--- config.mk ---
export PLATFORM = sky130hd
export DESIGN_NAME = csb_unit
export DESIGN_NICKNAME = d
export VERILOG_FILES = /design/src/verilog/csb_pkg.sv /design/src/verilog/csb_sub_flags.sv /design/src/verilog/csb_unit.sv
export VERILOG_INCLUDE_DIRS = /design/src /design/src/verilog
export SDC_FILE = /design/constraint.sdc
export NUM_CORES = 1
export LEC_CHECK = 0
export BUFFER_PORTS_ARGS = -buffer_cell sky130_fd_sc_hd__buf_2
export CAP_MARGIN = 10
export CORE_MARGIN = 1.5
export CORE_UTILIZATION = 60
export CTS_BUF_LIST = sky130_fd_sc_hd__clkbuf_8
export DETAILED_ROUTE_END_ITERATION = 10
export HOLD_SLACK_MARGIN = 0.06
export PLACE_DENSITY = 0.89
export SLEW_MARGIN = 5
export SYNTH_ARGS = -nofsm -noshare
export SYNTH_HDL_FRONTEND = slang
export SYNTH_SLANG_ARGS = --single-unit
--- constraint.sdc ---
create_clock -name clk_in -period 4.63 [get_ports clk_in]
set_clock_uncertainty 0.2 [all_clocks]
set_input_delay 0.926 -clock clk_in [delete_from_list [all_inputs] [get_ports clk_in]]
set_output_delay 0.926 -clock clk_in [all_outputs]
set_load 0.005 [all_outputs]
--- src/verilog/csb_map.svh ---
`ifndef CSB_MAP_SVH
`define CSB_MAP_SVH

// ****************************************
// Widths
// ****************************************
`define CSB_DATA_W 8
`define CSB_PC_W 16
`define CSB_OFS_W 7
`define CSB_BIT_W 3

// ****************************************
// Status register bit positions
// ****************************************
`define CSB_FLAG_C 0
`define CSB_FLAG_Z 1
`define CSB_FLAG_N 2
`define CSB_FLAG_V 3
`define CSB_FLAG_S 4
`define CSB_FLAG_H 5
`define CSB_FLAG_T 6
`define CSB_FLAG_I 7

// ****************************************
// Reset values
// ****************************************
`define CSB_STATUS_REGISTER_RST 8'h00
`define CSB_PC_RST 16'h0000

// ****************************************
// Cycle counts and program counter steps
// ****************************************
`define CSB_CYC_ONE 2'h1
`define CSB_CYC_TWO 2'h2
`define CSB_CYC_THREE 2'h3
`define CSB_PC_STEP_ONE 16'h0001
`define CSB_PC_STEP_TWO 16'h0002
`define CSB_PC_STEP_THREE 16'h0003

`endif

--- src/verilog/csb_pkg.sv ---
`include "csb_map.svh"

package csb_pkg;

	// ****************************************
	// Operations handled by the unit
	// ****************************************
	typedef enum logic [4:0]
	{
		OP_COMPARE_REGS,
		OP_COMPARE_REGS_CARRY,
		OP_COMPARE_IMMEDIATE,
		OP_COMPARE_SKIP_EQUAL,
		OP_SKIP_REG_BIT_CLEAR,
		OP_SKIP_REG_BIT_SET,
		OP_SKIP_IO_BIT_CLEAR,
		OP_SKIP_IO_BIT_SET,
		OP_BRANCH_STATUS_BIT_SET,
		OP_BRANCH_STATUS_BIT_CLEAR,
		OP_BRANCH_EQUAL,
		OP_BRANCH_NOT_EQUAL,
		OP_BRANCH_CARRY_SET,
		OP_BRANCH_CARRY_CLEAR,
		OP_BRANCH_SAME_HIGHER,
		OP_BRANCH_LOWER,
		OP_BRANCH_MINUS,
		OP_BRANCH_PLUS,
		OP_BRANCH_GREATER_EQUAL,
		OP_BRANCH_LESS_THAN,
		OP_BRANCH_HALF_CARRY_SET,
		OP_BRANCH_HALF_CARRY_CLEAR,
		OP_BRANCH_TRANSFER_SET,
		OP_BRANCH_TRANSFER_CLEAR,
		OP_BRANCH_OVERFLOW_SET,
		OP_BRANCH_OVERFLOW_CLEAR
	} csb_op_e;

	// ****************************************
	// Request carried into the unit
	// ****************************************
	typedef struct packed
	{
		csb_op_e op;
		logic [`CSB_DATA_W-1:0] rd_val;
		logic [`CSB_DATA_W-1:0] rr_val;
		logic [`CSB_BIT_W-1:0] bit_sel;
		logic [`CSB_DATA_W-1:0] io_val;
		logic [`CSB_OFS_W-1:0] offset;
		logic [`CSB_PC_W-1:0] pc;
		logic next_two_word;
	} csb_req_s;

	// ****************************************
	// Flags from the subtractor
	// ****************************************
	typedef struct packed
	{
		logic h;
		logic s;
		logic v;
		logic n;
		logic z;
		logic c;
	} csb_flags_s;

	// ****************************************
	// Sequencer states
	// ****************************************
	typedef enum logic
	{
		ST_IDLE,
		ST_BUSY
	} csb_state_e;

endpackage

--- src/verilog/csb_sub_flags.sv ---
`timescale 1ns/1ps
`include "csb_map.svh"

// ****************************************
// Subtract and flag generation
// ****************************************
module csb_sub_flags
	import csb_pkg::*;
(
	// Operands
	input wire logic [`CSB_DATA_W-1:0] a_in,
	input wire logic [`CSB_DATA_W-1:0] b_in,
	// Carry chaining
	input wire logic use_carry_in,
	input wire logic carry_in,
	input wire logic zero_prev_in,
	// Result flags
	output csb_flags_s flags_out
);

	// Borrow taken in only for the carry form
	logic borrow;
	// Difference, never stored by the caller
	logic [`CSB_DATA_W-1:0] diff;
	// Zero of this byte alone
	logic zero_here;

	// Flag equations of a byte subtract
	always_comb
	begin
		borrow = use_carry_in & carry_in;
		diff = a_in - b_in - {7'h00, borrow};
		zero_here = (diff == 8'h00);
		flags_out.h = (~a_in[3] & b_in[3]) | (b_in[3] & diff[3]) | (diff[3] & ~a_in[3]);
		flags_out.c = (~a_in[7] & b_in[7]) | (b_in[7] & diff[7]) | (diff[7] & ~a_in[7]);
		flags_out.v = (a_in[7] & ~b_in[7] & ~diff[7]) | (~a_in[7] & b_in[7] & diff[7]);
		flags_out.n = diff[7];
		flags_out.s = diff[7] ^ flags_out.v;
		// Carry form keeps zero only if the previous byte was zero
		flags_out.z = use_carry_in ? (zero_here & zero_prev_in) : zero_here;
	end

endmodule

--- src/verilog/csb_unit.sv ---
`timescale 1ns/1ps
`include "csb_map.svh"

// What this block does
// - Equal registers skip next instruction, 1/2/3 cycles
// - Compares subtract, set flags, store nothing
// - Register bit zero skips next instruction
// - Register bit one skips next instruction
// - I/O bit zero skips next instruction
// - I/O bit one skips next instruction
// - Generic branch tests status bit s
// - Zero flag selects equal and not-equal branches
// - Carry branches and unsigned aliases follow carry
// - Carry-clear branch uses carry alone, same timing
// - Greater-or-equal taken when N xor V zero
// - Less-than taken when N xor V one
// - Half-carry branches, 1 or 2 cycles
// - Transfer flag branches, relative target
// - Overflow and negative flag branches
// - Skips and branches leave flags untouched
module csb_unit
	import csb_pkg::*;
(
	// Clock and reset
	input wire logic clk_in,
	input wire logic rstn_in,
	// Request from the core
	input wire logic req_valid_in,
	input csb_req_s req_in,
	output logic req_ready_out,
	// Status register write from other core logic
	input wire logic status_register_wr_in,
	input wire logic [`CSB_DATA_W-1:0] status_register_wdata_in,
	// Results
	output logic done_out,
	output logic taken_out,
	output logic [`CSB_PC_W-1:0] pc_next_out,
	output logic [`CSB_DATA_W-1:0] status_out
);

	// ****************************************
	// State
	// ****************************************
	csb_state_e state_reg, state_next;
	logic [1:0] cnt_reg, cnt_next;
	logic done_reg, done_next;
	logic taken_reg, taken_next;
	logic [`CSB_PC_W-1:0] pc_reg, pc_next;
	logic [`CSB_DATA_W-1:0] status_register_reg, status_register_next;

	// ****************************************
	// Decode signals
	// ****************************************
	// Request taken this cycle
	logic accept;
	// Condition met (skip or branch)
	logic cond;
	// Operation class
	logic is_cmp;
	logic is_skip;
	// Cycles the operation occupies
	logic [1:0] cycles;
	// Target program counter
	logic [`CSB_PC_W-1:0] target;
	// Sign-extended offset
	logic [`CSB_PC_W-1:0] ofs_ext;
	// Selected bits
	logic reg_bit;
	logic io_bit;
	logic status_register_bit;
	// Compare flags
	csb_flags_s cmp_flags;

	// ****************************************
	// Subtractor for compares
	// ****************************************
	csb_sub_flags u_sub
	(
		.a_in(req_in.rd_val),
		.b_in(req_in.rr_val),
		.use_carry_in(req_in.op == OP_COMPARE_REGS_CARRY),
		.carry_in(status_register_reg[`CSB_FLAG_C]),
		.zero_prev_in(status_register_reg[`CSB_FLAG_Z]),
		.flags_out(cmp_flags)
	);

	// Ready whenever no operation is in progress
	assign accept = req_valid_in & (state_reg == ST_IDLE);
	assign req_ready_out = (state_reg == ST_IDLE);

	// ****************************************
	// Condition and target decode
	// ****************************************
	always_comb
	begin
		reg_bit = req_in.rr_val[req_in.bit_sel];
		io_bit = req_in.io_val[req_in.bit_sel];
		status_register_bit = status_register_reg[req_in.bit_sel];
		ofs_ext = {{9{req_in.offset[6]}}, req_in.offset};
		is_cmp = 1'b0;
		is_skip = 1'b0;
		cond = 1'b0;
		case (req_in.op)
			// Compares, no condition
			OP_COMPARE_REGS, OP_COMPARE_REGS_CARRY, OP_COMPARE_IMMEDIATE:
				is_cmp = 1'b1;
			// Skips
			OP_COMPARE_SKIP_EQUAL:
			begin
				is_skip = 1'b1;
				cond = (req_in.rd_val == req_in.rr_val);
			end
			OP_SKIP_REG_BIT_CLEAR:
			begin
				is_skip = 1'b1;
				cond = ~reg_bit;
			end
			OP_SKIP_REG_BIT_SET:
			begin
				is_skip = 1'b1;
				cond = reg_bit;
			end
			OP_SKIP_IO_BIT_CLEAR:
			begin
				is_skip = 1'b1;
				cond = ~io_bit;
			end
			OP_SKIP_IO_BIT_SET:
			begin
				is_skip = 1'b1;
				cond = io_bit;
			end
			// Branches on one status bit
			OP_BRANCH_STATUS_BIT_SET: cond = status_register_bit;
			OP_BRANCH_STATUS_BIT_CLEAR: cond = ~status_register_bit;
			OP_BRANCH_EQUAL: cond = status_register_reg[`CSB_FLAG_Z];
			OP_BRANCH_NOT_EQUAL: cond = ~status_register_reg[`CSB_FLAG_Z];
			OP_BRANCH_CARRY_SET, OP_BRANCH_LOWER: cond = status_register_reg[`CSB_FLAG_C];
			OP_BRANCH_CARRY_CLEAR, OP_BRANCH_SAME_HIGHER:
				cond = ~status_register_reg[`CSB_FLAG_C];
			OP_BRANCH_MINUS: cond = status_register_reg[`CSB_FLAG_N];
			OP_BRANCH_PLUS: cond = ~status_register_reg[`CSB_FLAG_N];
			// Signed branches from N and V, then H, T and V bit branches
			OP_BRANCH_GREATER_EQUAL:
				cond = ~(status_register_reg[`CSB_FLAG_N] ^ status_register_reg[`CSB_FLAG_V]);
			OP_BRANCH_LESS_THAN:
				cond = status_register_reg[`CSB_FLAG_N] ^ status_register_reg[`CSB_FLAG_V];
			OP_BRANCH_HALF_CARRY_SET: cond = status_register_reg[`CSB_FLAG_H];
			OP_BRANCH_HALF_CARRY_CLEAR: cond = ~status_register_reg[`CSB_FLAG_H];
			OP_BRANCH_TRANSFER_SET: cond = status_register_reg[`CSB_FLAG_T];
			OP_BRANCH_TRANSFER_CLEAR: cond = ~status_register_reg[`CSB_FLAG_T];
			OP_BRANCH_OVERFLOW_SET: cond = status_register_reg[`CSB_FLAG_V];
			OP_BRANCH_OVERFLOW_CLEAR: cond = ~status_register_reg[`CSB_FLAG_V];
			// Unknown code acts as a plain step
			default: cond = 1'b0;
		endcase
		// Cycle count and target
		if (is_cmp || !cond)
		begin
			// Fall through to the next instruction
			cycles = `CSB_CYC_ONE;
			target = req_in.pc + `CSB_PC_STEP_ONE;
		end
		else if (is_skip)
		begin
			// Step over a one or two word instruction
			cycles = req_in.next_two_word ? `CSB_CYC_THREE : `CSB_CYC_TWO;
			target = req_in.pc +
				(req_in.next_two_word ? `CSB_PC_STEP_THREE : `CSB_PC_STEP_TWO);
		end
		else
		begin
			// Relative branch, offset plus one
			cycles = `CSB_CYC_TWO;
			target = req_in.pc + ofs_ext + `CSB_PC_STEP_ONE;
		end
	end

	// ****************************************
	// Sequencer and status next values
	// ****************************************
	always_comb
	begin
		state_next = state_reg;
		cnt_next = cnt_reg;
		done_next = 1'b0;
		taken_next = taken_reg;
		pc_next = pc_reg;
		status_register_next = status_register_reg;
		// Software-side write of the whole status register
		if (status_register_wr_in)
			status_register_next = status_register_wdata_in;
		case (state_reg)
			ST_IDLE:
			begin
				if (accept)
				begin
					pc_next = target;
					taken_next = cond;
					// Only compares touch the flags
					if (is_cmp)
					begin
						status_register_next[`CSB_FLAG_C] = cmp_flags.c;
						status_register_next[`CSB_FLAG_Z] = cmp_flags.z;
						status_register_next[`CSB_FLAG_N] = cmp_flags.n;
						status_register_next[`CSB_FLAG_V] = cmp_flags.v;
						status_register_next[`CSB_FLAG_S] = cmp_flags.s;
						status_register_next[`CSB_FLAG_H] = cmp_flags.h;
					end
					// One-cycle operations finish at once
					if (cycles == `CSB_CYC_ONE)
						done_next = 1'b1;
					else
					begin
						state_next = ST_BUSY;
						cnt_next = cycles - `CSB_CYC_ONE;
					end
				end
			end
			ST_BUSY:
			begin
				// Burn the extra cycles of a skip or taken branch
				cnt_next = cnt_reg - `CSB_CYC_ONE;
				if (cnt_reg == `CSB_CYC_ONE)
				begin
					done_next = 1'b1;
					state_next = ST_IDLE;
				end
			end
			default:
				state_next = ST_IDLE;
		endcase
	end

	// Register stage
	always_ff @(posedge clk_in or negedge rstn_in)
	begin
		if (!rstn_in)
		begin
			state_reg <= ST_IDLE;
			cnt_reg <= 2'h0;
			done_reg <= 1'b0;
			taken_reg <= 1'b0;
			pc_reg <= `CSB_PC_RST;
			status_register_reg <= `CSB_STATUS_REGISTER_RST;
		end
		else
		begin
			state_reg <= state_next;
			cnt_reg <= cnt_next;
			done_reg <= done_next;
			taken_reg <= taken_next;
			pc_reg <= pc_next;
			status_register_reg <= status_register_next;
		end
	end

	// Outputs straight from flip-flops
	assign done_out = done_reg;
	assign taken_out = taken_reg;
	assign pc_next_out = pc_reg;
	assign status_out = status_register_reg;
endmodule
Yosys cells after proc, flatten, opt, wreduce, memory -nomap -nowiden
Index checks and enable logic that the tools add are counted.
{"block": "totals", "regBits": 29, "latch_bits": 0, "ramBits": 0, "mem_bits_ro": 0, "in_bits": 68, "out_inout_bits": 27, "elab_cells": 121, "memories": 0}
{"block": "classes", "add_sub_neg": 8, "n_mul": 0, "div": 0, "order_cmp": 1, "n_eq_ne": 30, "shift": 0, "muxes": 31, "bitwise_logic": 34, "n_reduce_logical": 10}
{"cell": "$eq A5 B5 Y1 const B", "count": 10}
{"cell": "$eq A5 B4 Y1 const B", "count": 8}
{"cell": "$add A16 B1 Y16 const B", "count": 2}
{"cell": "$mux W16", "count": 2}
{"cell": "$mux W6", "count": 4}
{"cell": "$pmux W1 S21", "count": 1}
{"cell": "$eq A5 B3 Y1 const B", "count": 4}
{"cell": "$add A16 B16 Y16", "count": 1}
{"cell": "$add A16 B2 Y16", "count": 1}
{"cell": "$mux W1", "count": 15}
{"cell": "$not A1 Y1", "count": 15}
{"cell": "$and A1 B1 Y1", "count": 12}
{"cell": "$eq A5 B2 Y1 const B", "count": 2}
{"cell": "$bmux W1 S3", "count": 3}
{"cell": "$eq A8 B8 Y1", "count": 1}
{"cell": "$logic_not A8 Y1", "count": 1}
{"cell": "$sub A8 B1 Y8", "count": 1}
{"cell": "$sub A8 B8 Y8", "count": 1}
{"cell": "$mux W2", "count": 3}
{"cell": "$eq A5 B1 Y1 const B", "count": 1}
{"cell": "$logic_not A5 Y1", "count": 1}
{"cell": "$or A1 B1 Y1", "count": 5}
{"cell": "$reduce_or A5 Y1", "count": 1}
{"cell": "$eq A2 B1 Y1 const B", "count": 2}
{"cell": "12 further kinds", "count": 17}

Longest topological paths before layout
Gate-level depths: netlist of the first run.
{"block": "depth", "word_depth": 11, "ltp_mapped": 15, "depth_no_buf": 13}

Cells and area by module
Synthesis of the first run repeated with hierarchy kept, for this count alone.
{"block": "hier_totals", "hier_cells": 469, "hier_area_um2": 3779.9}
{"module": "csb_unit", "n_inst": 1, "cells_per_inst": 390, "area_per_inst_um2": 3183.1}
{"module": "csb_sub_flags", "n_inst": 1, "cells_per_inst": 79, "area_per_inst_um2": 596.8}

Worst setup path after synthesis of the first run
OpenSTA, ideal clock, no wires.
{"block": "synth_path", "path_type": "input port to flip-flop", "startpoint": "input req_in[53] (netlist bit)", "endpoint": "register status_register_reg[1] (netlist: status_out[1])", "setup_time_ps": 78, "t_arrival_ps": 3540, "t_required_ps": 4352, "setup_slack_ps": 812, "stages": 14, "n_path_buf": 1, "cell_sequence": "buf_2 > or3_4 > nor2_1 > nand2_1 > fa_1 > inv_1 > ha_1 > o21ai_0 > nand2_1 > a21o_1 > a21oi_1 > mux2_2 > o41ai_1 > a21boi_1"}
{"block": "synth_via", "elab_chain_cells": 9}
{"item": "start: declaration", "line_no": "csb_unit.sv:29", "source": "input csb_req_s req_in,"}
{"item": "$eq A5 B1 Y1", "line_no": "csb_unit.sv:81, csb_unit.sv:103"}
{"item": "$and A1 B1 Y1", "line_no": "csb_sub_flags.sv:31", "source": "borrow = use_carry_in & carry_in;"}
{"item": "$sub A8 B1 Y8", "line_no": "csb_sub_flags.sv:32", "source": "diff = a_in - b_in - {7'h00, borrow};"}
{"item": "$logic_not A8 Y1", "line_no": "csb_sub_flags.sv:33", "source": "zero_here = (diff == 8'h00);"}
{"item": "$and A1 B1 Y1", "line_no": "csb_sub_flags.sv:40", "source": "flags_out.z = use_carry_in ? (zero_here & zero_prev_in) : zero_here;"}
{"item": "$mux W1", "line_no": "csb_sub_flags.sv:40"}
{"item": "$mux W6 *", "line_no": "csb_unit.sv:201", "source": "if (is_cmp)"}
{"item": "$mux W6 *", "line_no": "csb_unit.sv:196", "source": "if (accept)"}
{"item": "$mux W6 *", "line_no": "csb_unit.sv:193", "source": "case (state_reg)"}
{"item": "named net status_register_next[1]", "line_no": "csb_unit.sv:49", "source": "logic [`CSB_DATA_W-1:0] status_register_reg, status_register_next;"}
{"item": "end signal: assignment", "line_no": "csb_unit.sv:245", "source": "status_register_reg <= `CSB_STATUS_REGISTER_RST;"}
{"item": "end signal: assignment", "line_no": "csb_unit.sv:254", "source": "status_register_reg <= status_register_next;"}
{"item": "end: declaration", "line_no": "csb_unit.sv:49"}
The timed path passes the listed nets; every way through them passes the cells marked *.
A chain may end at the register's enable or synchronous reset.

Worst setup path in the final report of the first run
{"block": "layout_path", "startpoint": "input req_in[54] (netlist bit)", "endpoint": "register status_register_reg[3] (netlist: status_out[3])"}
{"block": "layout_via", "elab_chain_cells": 9}
{"item": "$eq A5 B1 Y1", "line_no": "csb_unit.sv:81, csb_unit.sv:103"}
{"item": "$and A1 B1 Y1", "line_no": "csb_sub_flags.sv:31"}
{"item": "$sub A8 B1 Y8", "line_no": "csb_sub_flags.sv:32"}
{"item": "$not A1 Y1", "line_no": "csb_sub_flags.sv:36", "source": "flags_out.v = (a_in[7] & ~b_in[7] & ~diff[7]) | (~a_in[7] & b_in[7] & diff[7]);"}
{"item": "$and A1 B1 Y1", "line_no": "csb_sub_flags.sv:36"}
{"item": "$or A1 B1 Y1", "line_no": "csb_sub_flags.sv:36"}
{"item": "$mux W6 *", "line_no": "csb_unit.sv:201"}
{"item": "$mux W6 *", "line_no": "csb_unit.sv:196"}
{"item": "$mux W6 *", "line_no": "csb_unit.sv:193"}
{"item": "named net status_register_next[3]", "line_no": "csb_unit.sv:49"}
Marked as above.

==> qor_table.md, run 1 <==
| Quantity | Reported |
|---|---|
| Setup TNS after final layout | 0 ns |
| Via count of the first global-routing pass | 3,449 |
| Kind of end point of the critical path | flip-flop |
| Prevailing post-synth register cell | sky130_fd_sc_hd__dfrtp_1 |
| Gate power share | 48.1% |
| Sequential cell area | 726 um2 |
| Synthesized instance count | 466 |
| Wire length of the first global-routing pass | 15,400 um |
| CTS tree | done |
| Synthesis Warnings | 0 |
| RD Place Congestion | 0.948 |
| Run status | completed |
| Total detailed-routing wirelength | 9700 um |
| Total of fill cells in the finished design | 491 |
| Cell area power density | 309 nW/um2 |
| Number of antenna violations at the first check in global routing | 0 |
| Worst reg2reg setup slack | 1.49 ns |
| Async set-reset flop share out of synthesis | 100% |
| Number of input and output port buffers inserted | 94 |
| Switch share | 38.3% |
| Residual DRC count | 0 |
| Number of storage elements in the synthesis netlist | 29 |
| Horizontal die dimension | 82.2 um |
| Pins over their slew limit | 0 |
| Sequential-to-total area share from yosys stat | 19.3% |
| Effective utilization at floorplan | 62.8% |
| Via count | 3,819 |
| Slowest stage cell on the critical path | sky130_fd_sc_hd__nor4_1 |
| Critical path data arrival time | 3.75 ns |
| Net count after synthesis | 570 |
| Critical Path Most Common Cell | sky130_fd_sc_hd__o21a_1 |
| Hold path startpoint | taken_out |
| Worst supply voltage drop on vdd | 0.242 mV |
| Final critical-path share of the clock period | 82.2% |
| Worst slew slack as a fraction of its limit | 39.1% |
| Setup repair after global routing missed its margin | false |
| Minimum period implied by the final worst setup slack | 3.81 ns |
| Cells traversed along the worst timing path | buf_2 -> or3_4 -> nor2_1 -> nand2_1 -> fa_1 -> ha_1 -> nor2b_1 -> a21boi_1 -> o21a_1 -> o21a_1 -> o21ai_1 -> a21oi_1 -> nor4_1 -> a211oi_1 |
| Crit path kind | primary input to flip-flop |
| Path class of the lowest-slack min-delay path | flip-flop to flip-flop |
| Multi-input gate area | 2780 um2 |
| Largest buffer count on any clock path | 2 |
| Final setup fails | 0 |
| Count of flip-flops with a built-in enable after synthesis | 0 |
| Count of endpoints failing hold in the final timing report | 0 |
| Worst r2r dst | pc_next_out[6] |
| Share of layout cells above drive strength 1 | 23.4% |
| Number of different library cells in the post-synthesis netlist | 60 |
| Count of nets after finishing | 649 |
| Most frequent cells in the layout | sky130_fd_sc_hd__buf_2, sky130_fd_sc_hd__nand2_1, sky130_fd_sc_hd__inv_1, sky130_fd_sc_hd__nor2_1, sky130_fd_sc_hd__ha_1 |
| Hold bufs inserted after CTS | 0 |
| Detailed-route wire length per cell | 15.6 um |
| Worst-Skew Late Latency | 0.28 ns |
| Max-cap violation count | 0 |
| Peak per-stage delay on the critical path | 0.42 ns |
| Via density | 6.15 |
| Tot GR Track Use | 29.0% |
| Highest net fanout along the worst path | 10 |
| Number of standard cells in the layout, taps in and fillers out | 621 |
| Psw | 0.513 mW |
| Achievable frequency | 263 MHz |
| Root Buffer | sky130_fd_sc_hd__clkbuf_8 |
| Slew at the pin closest to its max-slew limit | 0.911 ns |
| Most common cell after layout, fill and taps aside | sky130_fd_sc_hd__buf_2 |
| Largest net degree at the start of global routing | 30 |
| Vertical extent of the die | 82.2 um |
| First-pass detailed-route iteration total | 4 |
| Num CTS Buffers | 5 |
| Worst r2r src | status_out[3] |
| TritonCTS sink count | 29 |
| I/O pin total | 95 |
| Internal power | 0.826 mW |
| Detailed placement HPWL | 7750 um |
| Cell Rows | 28 |
| Mapped cell area | 3760 um2 |
| Path depth of the worst reg2reg path | 9 |
| Cell depth of the worst hold path | 2 |
| Hold path endpoint | taken_out |
| Area growth from synthesis to final layout | 15.3% |
| Crit path buf inv count | 1 |
| Global route overflow | 0 |
| Clock transition time at the flip-flop clock pins of the worst setup and hold paths | 0.06 ns |
| Leakage power total | 2.08 nW |
| DIE AREA | 6750 um2 |
| Max FFs per register | 16 |
| Startpoint types | primary input |
| Avg Synthesized Cell Area | 8.07 um2 |
| Number of nets with antenna violations after routing | 0 |
| Portion of total power attributed to the clock network | 19.9% |
| Cell family with most CP delay | simple AND/OR/NAND/NOR gates |
| Post-CTS resize count | 0 |
| Worst path required time | 4.57 ns |
| Initial DRC count | 187 |
| ANT cells | 0 |
| Number of H-tree levels | 2 |
| Setup bufs post-CTS | 0 |
| Fraction of power consumed by sequential logic | 32.0% |
| Core region area | 5990 um2 |
| Cell count after placement | 613 |
-- tightest hold or removal path, stage by stage, from the launching register on --
cell and delay (ns):
sky130_fd_sc_hd__dfrtp_1 0.34, sky130_fd_sc_hd__nand2_1 0.05, sky130_fd_sc_hd__nand2_1 0.06
-- power by group through the flow --
stage,logic (mW),clock network [mW],registers (mW)
2_1_floorplan,0.414,0,0.421
3_3_place_gp,0.609,0,0.426
3_5_place_dp,0.635,0,0.428
4_1_cts,0.641,0.271,0.425
5_1_grt,0.718,0.282,0.439
6_report,0.645,0.267,0.428
-- metrics by stage --
| step | cell area (um2) | power, mW | setup WS, ns | utilization (%) | hold WS [ns] |
|---|---|---|---|---|---|
| 6_report | 4340 | 1.34 | 0.823 | 72.4 | 0.279 |
| 5_1_grt | 4340 | 1.44 | 0.613 | 72.4 | 0.307 |
| 4_1_cts | 4340 | 1.34 | 0.874 | 72.4 | 0.282 |
| 3_5_place_dp | 4220 | 1.06 | 0.585 | 70.4 | 0.267 |
| 3_3_place_gp | 4220 | 1.04 | 0.652 | 70.4 | 0.258 |
| 2_1_floorplan | 3760 | 0.835 | 0.812 | - | 0.251 |
-- layer usage --
metal / routed length, um / vias up / track usage [%]
met1: 4030 / 1813 / 34.5
met3: 640 / 20 / 3.63
met2: 4870 / 169 / 53.9
li1: - / 1817 / -
met4: 164 / 0 / 8.64
met5: 0 / - / 0
-- synthesized netlist by cell type, drive strengths merged (2+ instances only) --
master | count | share of area (%)
o311ai | 2 | 0.47
o21a | 8 | 1.6
a21oi | 23 | 3.4
or3 | 7 | 1.3
o21ai | 41 | 5.7
a211oi | 11 | 2.2
o22ai | 2 | 0.33
a21boi | 2 | 0.40
and3 | 6 | 1.0
o31ai | 2 | 0.53
a31oi | 6 | 1.0
o21bai | 2 | 0.40
nor3b | 3 | 0.60
or2 | 2 | 0.33
inv | 33 | 3.3
nor3 | 14 | 1.9
nor2b | 6 | 1.0
clkbuf | 14 | 1.4
a31o | 2 | 0.47
xnor2 | 29 | 6.8
nand2 | 42 | 4.2
nand2b | 5 | 1.0
and2 | 2 | 0.33
xor2 | 14 | 3.3
dfrtp | 29 | 19
mux2 | 5 | 1.6
mux2i | 16 | 4.3
fa | 3 | 1.6
nand3 | 17 | 2.3
nand4 | 8 | 1.5
a21o | 10 | 2.0
nor2 | 34 | 3.4
buf | 11 | 2.1
a22o | 2 | 0.47
mux4 | 7 | 4.4
a211o | 2 | 0.47
ha | 33 | 11
-- how the worst max path moves through the flow --
stage | slack, ns | from | cells after the start | endpoint
2_1_floorplan | 0.81 | req_in[53] | 14 | status_out[1]
3_3_place_gp | 0.65 | req_in[55] | 14 | status_out[1]
3_5_place_dp | 0.59 | req_in[55] | 14 | status_out[3]
4_1_cts | 0.87 | req_in[54] | 14 | status_out[1]
5_1_grt | 0.61 | req_in[54] | 14 | status_out[3]
6_report | 0.82 | req_in[54] | 14 | status_out[3]
-- layout make-up --
cell class                 count  area share, %
multi-input combinational    379           64.2
inverter                      33           2.86
sequential                    29           16.7
clock inverter                 2          0.779
clock buffer                   6           1.90
timing repair buffer          97           11.4
tap                           75           2.16
-- cells by family after synthesis --
family | synth area share, %
adders and majority gates | 12.6
DFF | 19.3
buffers and inverters | 6.82
AOI/OAI and AO/OA | 21.3
and+or+nand+nor | 19.8
muxes | 10.2
xor gates and xnor gates | 10.0
No activity file was read; power rests on OpenSTA's default activity.
==> inputs of run 2 (changes only) <==
--- a/config.mk
+++ b/config.mk
@@ -9,11 +9,11 @@
 export BUFFER_PORTS_ARGS = -buffer_cell sky130_fd_sc_hd__buf_2
 export CAP_MARGIN = 10
 export CORE_MARGIN = 1.5
-export CORE_UTILIZATION = 60
+export CORE_UTILIZATION = 56
 export CTS_BUF_LIST = sky130_fd_sc_hd__clkbuf_8
 export DETAILED_ROUTE_END_ITERATION = 10
 export HOLD_SLACK_MARGIN = 0.06
-export PLACE_DENSITY = 0.89
+export PLACE_DENSITY = 0.84
 export SLEW_MARGIN = 5
 export SYNTH_ARGS = -nofsm -noshare
 export SYNTH_HDL_FRONTEND = slang
==> constraint.sdc (replaced) <==
create_clock -name clk_in -period 3.95 [get_ports clk_in]
set_clock_uncertainty 0.2 [all_clocks]
set_input_delay 0.79 -clock clk_in [delete_from_list [all_inputs] [get_ports clk_in]]
set_output_delay 0.79 -clock clk_in [all_outputs]
set_load 0.005 [all_outputs]
==> qor_table.md, run 2 (synthesized netlist as in run 1, its figures left out) <==
| Quantity | Reported | Delta |
|---|---|---|
| Hold bufs inserted after CTS | 0 | unchanged |
| Number of standard cells in the layout, taps in and fillers out | 628 | +1.1% |
| Number of antenna violations at the first check in global routing | 0 | unchanged |
| Most frequent cells in the layout | sky130_fd_sc_hd__buf_2, sky130_fd_sc_hd__nand2_1, sky130_fd_sc_hd__inv_1, sky130_fd_sc_hd__nor2_1, sky130_fd_sc_hd__ha_1 |  |
| Wire length of the first global-routing pass | 15,800 um | +2.8% |
| Core region area | 6420 um2 | +7.2% |
| Final setup fails | 0 | unchanged |
| Root Buffer | sky130_fd_sc_hd__clkbuf_8 |  |
| Sequential cell area | 726 um2 | unchanged |
| DIE AREA | 7210 um2 | +6.9% |
| Number of nets with antenna violations after routing | 0 | unchanged |
| Total of fill cells in the finished design | 545 | +11% |
| Largest net degree at the start of global routing | 30 | unchanged |
| Vertical extent of the die | 84.9 um | +3.4% |
| Achievable frequency | 267 MHz |  |
| RD Place Congestion | 0.893 | -5.8% |
| Max-cap violation count | 0 | unchanged |
| Path class of the lowest-slack min-delay path | flip-flop to flip-flop |  |
| Via count | 3,680 | -3.6% |
| CTS tree | done |  |
| Setup bufs post-CTS | 0 | unchanged |
| First-pass detailed-route iteration total | 7 | +3 |
| Global route overflow | 0 | unchanged |
| Cell count after placement | 620 | +1.1% |
| Multi-input gate area | 2780 um2 | unchanged |
| Final hold slack | 0.272 ns | -0.00750 ns |
| Violated checks | design-rule violations |  |
| Num CTS Buffers | 5 | unchanged |
| Largest buffer count on any clock path | 2 | unchanged |
| Total detailed-routing wirelength | 9270 um | -4.4% |
| Detailed-route wire length per cell | 14.8 um | -5.5% |
| Final Util | 68.1% | -4.2 points |
| I/O pin total | 95 | unchanged |
| Setup repair after global routing missed its margin | false |  |
| Post-CTS resize count | 0 | unchanged |
| Pins over their slew limit | 0 | unchanged |
| Kind of end point of the critical path | flip-flop |  |
| Horizontal die dimension | 84.9 um | +3.4% |
| Leakage power total | 2.10 nW | +1.1% |
| TritonCTS sink count | 29 | unchanged |
| Worst slew slack as a fraction of its limit | 37.5% | -1.6 points |
| Number of H-tree levels | 2 | unchanged |
| Max FFs per register | 16 | unchanged |
| Effective utilization at floorplan | 58.5% | -4.2 points |
| Residual DRC count | 11 | +11 |
| Share of layout cells above drive strength 1 | 24.1% | +0.69 points |
| Worst-Skew Late Latency | 0.27 ns | about the same |
| Startpoint types | primary input |  |
| ANT cells | 0 | unchanged |
| Cell Rows | 29 | +3.6% |
| Via count of the first global-routing pass | 3,616 | +4.8% |
| Critical path data arrival time | 3.74 ns | about the same |
| Clock transition time at the flip-flop clock pins of the worst setup and hold paths | 0.07 ns | about the same |
| Tot GR Track Use | 26.6% | -2.4 points |
| Overall power after layout | 1.56 mW | +16% |
| Slew at the pin closest to its max-slew limit | 0.935 ns | +0.0241 ns |
| Cell area power density | 356 nW/um2 | +15% |
| Via density | 5.86 | -4.7% |
| Crit path kind | primary input to flip-flop |  |
| Area growth from synthesis to final layout | 16.4% |  |
| Number of input and output port buffers inserted | 94 | unchanged |
| Count of endpoints failing hold in the final timing report | 0 | unchanged |
| Most common cell after layout, fill and taps aside | sky130_fd_sc_hd__buf_2 |  |
| Setup TNS after final layout | 0 ns | unchanged |
| Initial DRC count | 199 | +6.4% |
| Minimum period implied by the final worst setup slack | 3.74 ns |  |
| Worst supply voltage drop on vdd | 0.191 mV | -21% |
| Final critical-path share of the clock period | 94.7% |  |
| Run status | complete, but fails checks |  |
| Detailed placement HPWL | 7660 um | -1.2% |
| Worst path required time | 3.95 ns | -0.62 ns |
| Highest net fanout along the worst path | 3 | -7 |
| Count of nets after finishing | 654 | +0.77% |
[run 2: cell types whose count changed in the layout (fill, tap and decap cells not counted), sizes merged]
| cell | before | now |
|---|---|---|
| buf | 97 | 102 |
[run 2: path summary, 6_finish.rpt]
path / slack (ns) / from / cells after the start / end
setup / recovery: 0.21 / req_in[55] / 14 / status_out[1]
hold / removal: 0.27 / taken_out / 2 / taken_out
setup reg to reg: 0.90 / status_out[0] / 11 / status_out[1]
hold reg to reg: 0.27 / taken_out / 2 / taken_out
max in group asynchronous: 2.80 / rstn_in / 1 / pc_next_out[2]
min in group asynchronous: 0.33 / rstn_in / 1 / status_out[6]
[run 2: layout make-up]
type,count,area share [%]
sequential,29,16.6
inverter,33,2.83
clock inverter,2,0.772
multi-input combinational,379,63.6
tap,77,2.20
clock buffer,6,1.89
timing repair buffer,102,12.1
[run 2: where the power goes]
group / internal, mW / leakage [nW] / total, mW / switching (mW)
Clock: 0.203 / 0.0626 / 0.316 / 0.113
Sequential: 0.415 / 0.349 / 0.498 / 0.0832
Combinational: 0.352 / 1.69 / 0.744 / 0.392
Total: 0.970 / 2.10 / 1.56 / 0.588
[run 2: critical path, stage by stage]
cell                       delay [ns]
sky130_fd_sc_hd__buf_2           0.11
sky130_fd_sc_hd__or3_4           0.41
sky130_fd_sc_hd__nor2_1          0.14
sky130_fd_sc_hd__nand2_1         0.11
sky130_fd_sc_hd__fa_1            0.53
sky130_fd_sc_hd__inv_1           0.05
sky130_fd_sc_hd__ha_1            0.17
sky130_fd_sc_hd__o21ai_0         0.17
sky130_fd_sc_hd__nand2_1         0.08
sky130_fd_sc_hd__a21o_1          0.18
sky130_fd_sc_hd__a21oi_1         0.17
sky130_fd_sc_hd__mux2_2          0.35
sky130_fd_sc_hd__o41ai_1         0.28
sky130_fd_sc_hd__a21boi_1        0.20
[run 2: routing by layer]
layer,GRT usage [%],part of all wire (%),vias to the layer above
li1,-,-,1839
met1,33.1,45,1719
met2,48.5,50,113
met3,3.21,4.8,9
met4,6.86,1.0,0
met5,0,0,-
[run 2: stage by stage]
step,area [um2],setup slack (ns)
finish,4380,0.208
global route,4380,0.00262
CTS,4380,0.213
detailed placement,4260,-0.0479
global placement,4260,0.0937
floorplan,3760,0.268
==> inputs of run 3 (changes only) <==
--- a/config.mk
+++ b/config.mk
@@ -9,11 +9,11 @@
 export BUFFER_PORTS_ARGS = -buffer_cell sky130_fd_sc_hd__buf_2
 export CAP_MARGIN = 10
 export CORE_MARGIN = 1.5
-export CORE_UTILIZATION = 56
+export CORE_UTILIZATION = 60
 export CTS_BUF_LIST = sky130_fd_sc_hd__clkbuf_8
 export DETAILED_ROUTE_END_ITERATION = 10
 export HOLD_SLACK_MARGIN = 0.06
-export PLACE_DENSITY = 0.84
+export PLACE_DENSITY = 0.89
 export SLEW_MARGIN = 5
 export SYNTH_ARGS = -nofsm -noshare
 export SYNTH_HDL_FRONTEND = slang
==> constraint.sdc (replaced) <==
create_clock -name clk_in -period 4.56 [get_ports clk_in]
set_clock_uncertainty 0.2 [all_clocks]
set_input_delay 0.912 -clock clk_in [delete_from_list [all_inputs] [get_ports clk_in]]
set_output_delay 0.912 -clock clk_in [all_outputs]
set_load 0.005 [all_outputs]
==> qor_table.md, run 3 (synthesized netlist as in run 1, its figures left out) <==
| Quantity | Reported | Delta |
|---|---|---|
| Run status | completed |  |
| Number of antenna violations at the first check in global routing | 0 | unchanged |
| Final hold slack | 0.280 ns | +0.00882 ns |
| Global route overflow | 0 | unchanged |
| Critical Path Most Common Cell | sky130_fd_sc_hd__nand2_1 |  |
| Core region area | 5990 um2 | -6.7% |
| Largest buffer count on any clock path | 2 | unchanged |
| Root Buffer | sky130_fd_sc_hd__clkbuf_8 |  |
| Worst slew slack as a fraction of its limit | 38.8% | +1.3 points |
| Worst r2r src | status_out[3] |  |
| Path depth of the worst reg2reg path | 9 | -2 |
| Worst reg2reg setup slack | 1.47 ns | +0.57 ns |
| Cell depth of the worst hold path | 2 | unchanged |
| I/O pin total | 95 | unchanged |
| Horizontal die dimension | 82.2 um | -3.3% |
| Effective utilization at floorplan | 62.8% | +4.2 points |
| Largest net degree at the start of global routing | 30 | unchanged |
| Post-CTS resize count | 0 | unchanged |
| Final setup fails | 0 | unchanged |
| Clock transition time at the flip-flop clock pins of the worst setup and hold paths | 0.06 ns | about the same |
| Hold bufs inserted after CTS | 0 | unchanged |
| Max-cap violation count | 0 | unchanged |
| Placed cell areas | 4220 um2 | -0.94% |
| Vertical extent of the die | 82.2 um | -3.3% |
| Worst supply voltage drop on vdd | 0.243 mV | +27% |
| Initial DRC count | 148 | -26% |
| CTS tree | done |  |
| Cell area power density | 312 nW/um2 | -12% |
| Via count of the first global-routing pass | 3,455 | -4.5% |
| Tot GR Track Use | 29.1% | +2.5 points |
| ANT cells | 0 | unchanged |
| Cells traversed along the worst timing path | buf_2 -> or3_4 -> nor2_1 -> nand2_1 -> fa_1 -> inv_1 -> ha_1 -> o21ai_0 -> nand2_1 -> a21o_1 -> a21oi_1 -> mux2_2 -> o41ai_1 -> a21boi_1 |  |
| Detailed-route wire length per cell | 15.3 um | +3.5% |
| Post-Layout Inst Area | 4340 um2 | -0.92% |
| Leakage power total | 2.08 nW | -1.1% |
| Count of nets after finishing | 649 | -0.76% |
| Startpoint types | primary input |  |
| Setup bufs post-CTS | 0 | unchanged |
| Number of H-tree levels | 2 | unchanged |
| Pins over their slew limit | 0 | unchanged |
| Number of nets with antenna violations after routing | 0 | unchanged |
| Final Util | 72.4% | +4.2 points |
| Minimum period implied by the final worst setup slack | 3.76 ns |  |
| Critical path data arrival time | 3.77 ns | +0.03 ns |
| Peak per-stage delay on the critical path | 0.52 ns | about the same |
| Final critical-path share of the clock period | 82.5% |  |
| Via density | 6.03 | +2.9% |
| Total of fill cells in the finished design | 502 | -7.9% |
| Worst-Skew Late Latency | 0.28 ns | about the same |
| Max FFs per register | 16 | unchanged |
| Highest net fanout along the worst path | 10 | +7 |
| Path class of the lowest-slack min-delay path | flip-flop to flip-flop |  |
| Setup repair after global routing missed its margin | false |  |
| Share of layout cells above drive strength 1 | 23.4% | -0.69 points |
| Number of input and output port buffers inserted | 94 | unchanged |
| TritonCTS sink count | 29 | unchanged |
| Slew at the pin closest to its max-slew limit | 0.916 ns | -0.0191 ns |
| Most frequent cells in the layout | sky130_fd_sc_hd__buf_2, sky130_fd_sc_hd__nand2_1, sky130_fd_sc_hd__inv_1, sky130_fd_sc_hd__nor2_1, sky130_fd_sc_hd__ha_1 |  |
| Crit path kind | primary input to flip-flop |  |
| RD Place Congestion | 0.948 | +6.1% |
| Via count | 3,743 | +1.7% |
| Worst path required time | 4.56 ns | +0.61 ns |
| First-pass detailed-route iteration total | 7 | unchanged |
| Setup TNS after final layout | 0 ns | unchanged |
| Count of endpoints failing hold in the final timing report | 0 | unchanged |
| Hold path endpoint | taken_out |  |
| Residual DRC count | 0 | -11 |
| Wire length of the first global-routing pass | 15,200 um | -3.4% |
| Kind of end point of the critical path | flip-flop |  |
| Cell Rows | 28 | -3.4% |
| Detailed placement HPWL | 7710 um | +0.63% |
| Hold path startpoint | taken_out |  |
| Total detailed-routing wirelength | 9490 um | +2.4% |
| Slowest stage cell on the critical path | sky130_fd_sc_hd__fa_1 |  |
| DIE AREA | 6750 um2 | -6.4% |
| Most common cell after layout, fill and taps aside | sky130_fd_sc_hd__buf_2 |  |
| Achievable frequency | 266 MHz |  |
| Overall power after layout | 1.35 mW | -13% |
| Worst r2r dst | pc_next_out[6] |  |
| Num CTS Buffers | 5 | unchanged |
| Area growth from synthesis to final layout | 15.3% |  |
## run 3: changes by cell type in the layout (fill, tap and decap cells not counted), sizes merged
cell,change
buf,-5
## run 3: worst max-delay path by stage
stage	slack, ns	end	depth (start not counted)	from
after floorplan	0.76	status_out[1]	14	req_in[53]
after global placement	0.60	status_out[1]	14	req_in[55]
after detailed placement	0.53	status_out[1]	14	req_in[55]
after CTS	0.81	status_out[1]	14	req_in[55]
after global routing	0.53	status_out[1]	14	req_in[54]
final	0.80	status_out[1]	14	req_in[54]
## run 3: cell type report
type | instances | area [um2] | share of cell area (%)
Clock buffer | 6 | 82.6 | 1.90
Tap cell | 75 | 93.8 | 2.16
Sequential cell | 29 | 726 | 16.7
Inverter | 33 | 124 | 2.86
Clock inverter | 2 | 33.8 | 0.779
Timing Repair Buffer | 97 | 493 | 11.4
Multi-Input combinational cell | 379 | 2780 | 64.2
## run 3: critical path: cells and delay by family
kind / cells / cell delay [ns]
multiplexers: 1 / 0.34
adder cells (fa/ha/maj): 2 / 0.68
AO/OA/AOI/OAI: 5 / 0.96
buffers and inverters: 2 / 0.20
AND/OR/NAND/NOR: 4 / 0.65
## run 3: layer usage
layer	track usage, %	wire [um]	up-vias
met3	3.08	505	22
li1	-	-	1819
met5	0	0	-
met4	11.4	234	0
met2	53.9	4760	156
met1	34.0	3990	1746
## run 3: power by group
part | switching (mW) | internal, mW
combinational | 0.344 | 0.303
clock | 0.0962 | 0.176
sequential | 0.0735 | 0.359
total | 0.514 | 0.838
## run 3: stage by stage
stage	worst slack, ns	cells
after detailed placement	0.533	613
after CTS	0.812	621
after global placement	0.596	613
after global routing	0.531	621
after floorplan	0.756	466
final	0.797	621
